===== src/verilog/pin_mux_consts.svh =====
`ifndef PIN_MUX_CONSTS_SVH
`define PIN_MUX_CONSTS_SVH

// Pad output value and enable while in reset
`define PM_RST_OUT 1'h0
`define PM_RST_OE 1'h0
// Level that an unselected function sees on its input
`define PM_IDLE_IN 1'h0
// Pads come up pulled high, so synchronisers reset high
`define PM_SYNC_RST 1'h1

`endif


===== src/verilog/pin_mux_pkg.sv =====
package pin_mux_pkg;
  // Function carried by one pad
  typedef enum logic [1:0] {
    FN_GPIO,
    FN_SPI_DATA,
    FN_TIMER,
    FN_PWM_SRC
  } pad_func_e;
endpackage


===== src/verilog/pad_route.sv =====
`timescale 1ns/1ps
`include "pin_mux_consts.svh"
module pad_route
  import pin_mux_pkg::*;
(
  input wire logic sys_clk, // System clock
  input wire logic arst_n, // Async reset, active low
  input wire pad_func_e sel, // Registered function select
  input wire logic gpioOut, // Port output value
  input wire logic gpioOe, // Port direction, high drives
  input wire logic spiOut, // Serial data value
  input wire logic spiOe, // Serial data drive enable
  input wire logic tmrOut, // Timer channel value
  input wire logic tmrOe, // Timer channel drive enable
  input wire logic padIn, // Synchronised pad level
  output logic padOut, // Pad output value
  output logic padOe, // Pad output enable
  output logic gpioIn, // Pad level to port logic
  output logic spiIn, // Pad level to serial unit
  output logic tmrIn, // Pad level to timer
  output logic pwmIn // Pad level to PWM source
);

  // True when the pad carries the given function
  function automatic logic picks(input pad_func_e s, input pad_func_e f);
    picks = (s == f);
  endfunction

  logic next_padOut; // Value chosen from the one source
  logic next_padOe; // Enable chosen from the one source

  // One source drives; PWM source is input only
  assign next_padOut = picks(sel, FN_SPI_DATA) ? spiOut :
                       picks(sel, FN_TIMER) ? tmrOut :
                       picks(sel, FN_GPIO) ? gpioOut : `PM_RST_OUT;
  assign next_padOe = picks(sel, FN_SPI_DATA) ? spiOe :
                      picks(sel, FN_TIMER) ? tmrOe :
                      picks(sel, FN_GPIO) ? gpioOe : `PM_RST_OE;

  // Unselected functions see the idle level
  assign gpioIn = picks(sel, FN_GPIO) ? padIn : `PM_IDLE_IN;
  assign spiIn = picks(sel, FN_SPI_DATA) ? padIn : `PM_IDLE_IN;
  assign tmrIn = picks(sel, FN_TIMER) ? padIn : `PM_IDLE_IN;
  assign pwmIn = picks(sel, FN_PWM_SRC) ? padIn : `PM_IDLE_IN;

  // Registered pad drive, so the pad never glitches on select changes
  always_ff @(posedge sys_clk or negedge arst_n) begin
    if (!arst_n) begin
      padOut <= `PM_RST_OUT;
      padOe <= `PM_RST_OE;
    end else begin
      padOut <= next_padOut;
      padOe <= next_padOe;
    end
  end

endmodule


===== src/verilog/port_b_spi_data_pin_mux.sv =====
// Notes on behaviour
// - Each pad is port input or output
// - Reset selects port function on both pads
// - Slave-out pad: input as master, output as slave
// - Unselected slave leaves slave-out line undriven
// - Slave data leads master sample by half-period
// - Master-out pad: output as master, input as slave
// - Master data leads slave sample by half-period
// - Pad two feeds PWM pair four/five source
// - Pad three feeds PWM pair two/three source
// - Pad two carries timer A channel two
// - Pad three carries timer A channel three
`timescale 1ns/1ps
`include "pin_mux_consts.svh"
module port_b_spi_data_pin_mux
  import pin_mux_pkg::*;
(
  input wire logic sys_clk, // 50 MHz system clock
  input wire logic arst_n, // Async reset, active low
  // Function selects from the system integration unit
  input wire pad_func_e selPadTwo, // Function for pad two
  input wire pad_func_e selPadThree, // Function for pad three
  // Port logic
  input wire logic gpioTwoOut, // Port value for pad two
  input wire logic gpioTwoOe, // Port direction for pad two
  input wire logic gpioThreeOut, // Port value for pad three
  input wire logic gpioThreeOe, // Port direction for pad three
  output logic gpioTwoIn, // Pad two level to port
  output logic gpioThreeIn, // Pad three level to port
  // Serial peripheral unit zero
  input wire logic spiMaster, // High when serial unit is master
  input wire logic spiSlaveSelActive, // High when this slave is selected
  input wire logic spiSlaveOut, // Data sent as slave
  input wire logic spiMasterOut, // Data sent as master
  output logic spiMasterIn, // Data received as master
  output logic spiSlaveIn, // Data received as slave
  // Timer A channels two and three
  input wire logic tmrTwoOut, // Channel two output value
  input wire logic tmrTwoOe, // Channel two drive enable
  input wire logic tmrThreeOut, // Channel three output value
  input wire logic tmrThreeOe, // Channel three drive enable
  output logic tmrTwoIn, // Channel two capture input
  output logic tmrThreeIn, // Channel three capture input
  // External PWM sources
  output logic extPwmSourceZero, // Source for PWM pair four/five
  output logic extPwmSourceOne, // Source for PWM pair two/three
  // Pads
  input wire logic padTwoIn, // Pad two level from pin
  output logic padTwoOut, // Pad two output value
  output logic padTwoOe, // Pad two output enable
  input wire logic padThreeIn, // Pad three level from pin
  output logic padThreeOut, // Pad three output value
  output logic padThreeOe // Pad three output enable
);

  pad_func_e selTwo; // Held select for pad two
  pad_func_e selThree; // Held select for pad three
  logic twoMeta; // First synchroniser stage, pad two
  logic twoSync; // Second stage, safe to use
  logic threeMeta; // First synchroniser stage, pad three
  logic threeSync; // Second stage, safe to use
  logic spiTwoOe; // Slave-out drive enable
  logic spiThreeOe; // Master-out drive enable
  logic spiTwoRaw; // Pad two level when serial selected
  logic spiThreeRaw; // Pad three level when serial selected

  // Selects held in flops so reset forces the port function
  always_ff @(posedge sys_clk or negedge arst_n) begin
    if (!arst_n) begin
      selTwo <= FN_GPIO;
      selThree <= FN_GPIO;
    end else begin
      selTwo <= selPadTwo;
      selThree <= selPadThree;
    end
  end

  // Pins are asynchronous; two stages before any logic reads them
  always_ff @(posedge sys_clk or negedge arst_n) begin
    if (!arst_n) begin
      twoMeta <= `PM_SYNC_RST;
      twoSync <= `PM_SYNC_RST;
      threeMeta <= `PM_SYNC_RST;
      threeSync <= `PM_SYNC_RST;
    end else begin
      twoMeta <= padTwoIn;
      twoSync <= twoMeta;
      threeMeta <= padThreeIn;
      threeSync <= threeMeta;
    end
  end

  // Slave drives only while selected, master never drives
  assign spiTwoOe = !spiMaster && spiSlaveSelActive;
  // Master drives, slave listens
  assign spiThreeOe = spiMaster;

  // Incoming serial data goes only to the role that listens on that pad
  assign spiMasterIn = spiMaster ? spiTwoRaw : `PM_IDLE_IN;
  assign spiSlaveIn = spiMaster ? `PM_IDLE_IN : spiThreeRaw;

  // Pad two: port, slave-out, timer channel two, PWM source zero
  // Edge placement of serial data is the serial unit's; the mux adds
  // one system clock, far below half a serial period
  pad_route uPadTwo (
    .sys_clk(sys_clk),
    .arst_n(arst_n),
    .sel(selTwo),
    .gpioOut(gpioTwoOut),
    .gpioOe(gpioTwoOe),
    .spiOut(spiSlaveOut),
    .spiOe(spiTwoOe),
    .tmrOut(tmrTwoOut),
    .tmrOe(tmrTwoOe),
    .padIn(twoSync),
    .padOut(padTwoOut),
    .padOe(padTwoOe),
    .gpioIn(gpioTwoIn),
    .spiIn(spiTwoRaw),
    .tmrIn(tmrTwoIn),
    .pwmIn(extPwmSourceZero)
  );

  // Pad three: port, master-out, timer channel three, PWM source one
  // Same single-clock latency applies to master data
  pad_route uPadThree (
    .sys_clk(sys_clk),
    .arst_n(arst_n),
    .sel(selThree),
    .gpioOut(gpioThreeOut),
    .gpioOe(gpioThreeOe),
    .spiOut(spiMasterOut),
    .spiOe(spiThreeOe),
    .tmrOut(tmrThreeOut),
    .tmrOe(tmrThreeOe),
    .padIn(threeSync),
    .padOut(padThreeOut),
    .padOe(padThreeOe),
    .gpioIn(gpioThreeIn),
    .spiIn(spiThreeRaw),
    .tmrIn(tmrThreeIn),
    .pwmIn(extPwmSourceOne)
  );
endmodule


===== config.mk =====
export PLATFORM = sky130hd
export DESIGN_NAME = port_b_spi_data_pin_mux
export DESIGN_NICKNAME = d
export VERILOG_FILES = /design/src/verilog/pin_mux_pkg.sv /design/src/verilog/pad_route.sv /design/src/verilog/port_b_spi_data_pin_mux.sv
export VERILOG_INCLUDE_DIRS = /design/src /design/src/verilog
export SDC_FILE = /design/constraint.sdc
export NUM_CORES = 1
export LEC_CHECK = 0
export ABC_AREA = 1
export BUFFER_PORTS_ARGS = -buffer_cell sky130_fd_sc_hd__buf_2
export CORE_AREA = 2 2 39 41
export DETAILED_ROUTE_END_ITERATION = 12
export DIE_AREA = 0 0 41 43
export GPL_TIMING_DRIVEN = 0
export PLACE_DENSITY = 0.77
export SYNTH_ARGS = -nofsm -noshare
export SYNTH_HDL_FRONTEND = slang
export SYNTH_SLANG_ARGS = --single-unit

===== constraint.sdc =====
create_clock -name sys_clk -period 1 [get_ports sys_clk]
set_input_delay 0.15 -clock sys_clk [delete_from_list [all_inputs] [get_ports sys_clk]]
set_output_delay 0.15 -clock sys_clk [all_outputs]
set_load 0.005 [all_outputs]

==> summary.txt <==
CTS
  • Max Root-Sink Buffers: 2
  • CTS tree: done
  • Sink Count: 12
  • Skew-Pair Late Insertion Delay: 270 ps
  • Clock-pin slew of the registers on the worst-case setup and hold paths: 70 ps
  • H-Tree Depth: 1
  • Clock Tree Root: clkbuf_4
  • Num CTS Buffers: 3

Power
  • Pwr/cell area: 1367 nW/um^2
  • Worst vdd ir: 0.0006544 V
  • Clk pwr share: 35.4%
  • Net Switching: 0.0002505 W
  • Pint: 0.0008255 W
  • Combinational share of power: 13.6%
  • Flop pwr share: 50.9%
  • Sw Ratio: 23.28%
  • Static Leak: 0.4113 nW

Yosys
  • Synth Warn #: 0
  • Post-synthesis simple-gate area fraction: 29.14%
  • Post-Synthesis Cells: 49
  • Flops & latches, synth: 12
  • Mapped cell area: 467.9 um^2
  • Multiplexer area fraction after synthesis: 0%
  • Combinational family with the most area after synthesis: simple AND/OR/NAND/NOR gates
  • Net Count, Synth: 69
  • Synth Area in Compound Gates: 0%
  • Post-synthesis adder-cell area fraction: 0%
  • XOR/XNOR Fraction of Synth Area: 0%
  • Mean Syn Cell Area: 9.550 um^2
  • Sequential share of the synthesized area: 65.24%
  • Netlist cell types: 9

Floorplanning
  • Placement Rows: 14
  • Die X: 41 um
  • Floorplan core area: 1384 um^2
  • Ports: 32
  • Initial core utilization: 33.82%
  • Die Height: 43 um
  • Area of the die: 1763 um^2

Cells and area
  • Nets@finish: 112
  • Commonest non-fill, non-tap cell in the layout: buf_2
  • Layout cells sized above 1: 61.54%
  • Antenna diodes: 0
  • Multi-input logic area: 168.9 um^2
  • Most frequent cells in the layout: 31 x buf_2, 11 x nand3_1, 7 x dlygate4sd3_1, 6 x nor3_2, 6 x nand2_1
  • Design area: 787.0 um^2
  • Util after Layout: 56.87%
  • Sequential cell area: 310.3 um^2
  • Biggest regs: selThree: 2 flops, selTwo: 2 flops
  • Synth-to-Final Area Change: 68.18%
  • Fill count: 124
  • Final Non-Filler Cells: 107

Timing
  • Final worst-path cycle share: 129.9%
  • Max_slew headroom: 83.19%
  • RSZ-0062 raised after global routing: true
  • Fmax achieved: 770.1 MHz
  • Worst-Margin Slew: 252.2 ps
  • Max-slew violations: 0
  • Tmin final: 1299 ps
  • Clk_skew: 1.003 ps
  • Final Hold Fails: 0
  • Final setup margin: -298.5 ps
  • Setup TNS: -2034 ps
  • Final Setup Violations: 8

Placed design
  • Final GP Congestion: 0.6303
  • Input/output buffers: 31
  • Placed insts: 96
  • DP Area: 643.1 um^2
  • Hpwl dp: 779.4 um

Detailed routing
  • Initial DRT Pass Iterations: 4
  • 1st-iter DRT viols: 5
  • WL/cell: 10.98 um
  • Post-DR vias/cell: 4.682
  • Routed Antenna Nets: 0
  • Post-route DRC: 0
  • Routed WL: 1.175 mm
  • Routed vias: 501

Worst setup path
  • Critical Path End Type: primary output
  • CP Data Arrival Time: 1150 ps
  • Critical path required time: 850 ps
  • Crit path max fanout: 2
  • WS Path Type: flip-flop to primary output
  • Crit path launch type: flip-flop

Run status
  • Status: finished, violations left
  • Failing checks: negative setup slack

Global route
  • First-pass GRT wire length: 1.662 mm
  • Largest net degree at the start of global routing: 13
  • Congestion Overflow GR: 0
  • Vias in the first global route: 486
  • GRT Util Overall: 15.05%
  • Initial antenna violation count: 0

Min path
  • Hold crit path type: primary input to flip-flop

Job
  • Max cap viols: 0
## kinds of logic (layout without fill, tap and decap cells)
logic type / after synthesis / count (layout)
simple gates: 30 / 30
flops: 12 / 12
buf+inv: 7 / 49
## power groups by stage
stage                     combinational [W]  sequential [W]  clock [W]
after floorplan                   0.0000402        0.000549          0
after global placement             0.000116        0.000548          0
after detailed placement           0.000119        0.000550          0
after CTS                          0.000141        0.000543   0.000395
after global routing               0.000164        0.000554   0.000419
final                              0.000147        0.000548   0.000381
## critical path, cell delays in order (launching register included)
cell and delay (ps):
dfstp_2 560, nand2_2 70, nor3_2 120, buf_2 130
## metal layers
metal | vias up | track usage, % | wire (um)
li1 | 245 | - | -
met1 | 239 | 12.67 | 399
met2 | 15 | 25.00 | 684
met3 | 2 | 4.712 | 80
met4 | 0 | 14.00 | 10
met5 | - | 0 | 0
## what timing repair did
action	in CTS	in global routing
gates resized for setup	5	9
setup endpoints to repair	8	8
setup buffers	0	0
pin swaps	2	2
hold buffers	7	0
endpoints found under the hold margin	18	0
## Yosys cell counts, drive strengths merged
cell type,instances,area share (%)
nor3,6,6.4
nor2,6,5.3
dfstp,4,22
nand2,7,5.6
inv,7,5.6
nand3,11,12
dfrtp,8,43
## metrics by stage
step                setup WS, ps  hold slack, ps  total power, W
floorplan                  110.2          -145.6       0.0005894
global placement           14.04           33.74       0.0006634
detailed placement        -3.186           35.00       0.0006687
CTS                       -287.5           77.08        0.001080
global route              -347.7           90.34        0.001136
finish                    -298.5           87.01        0.001076
## path summary, 6_finish.rpt
check,start,to,slack [ps],cells after the start
max,threeSync,spiSlaveIn,-300,3
min,gpioThreeOe,uPadThree.padOe,90,3
max reg2reg,selTwo[0],uPadTwo.padOe,180,4
min reg2reg,threeMeta,threeSync,360,0
max in group asynchronous,arst_n,twoSync,460,2
min in group asynchronous,arst_n,uPadThree.padOe,280,2
## area by class of cell
type	count	share of cell area, %
flip-flops and latches	12	39.43
repair buffers	38	28.62
multi-input cells	30	21.46
clock buffers	4	4.610
inverters	7	3.339
well taps	16	2.544
Power figures use the tool's default switching activity.
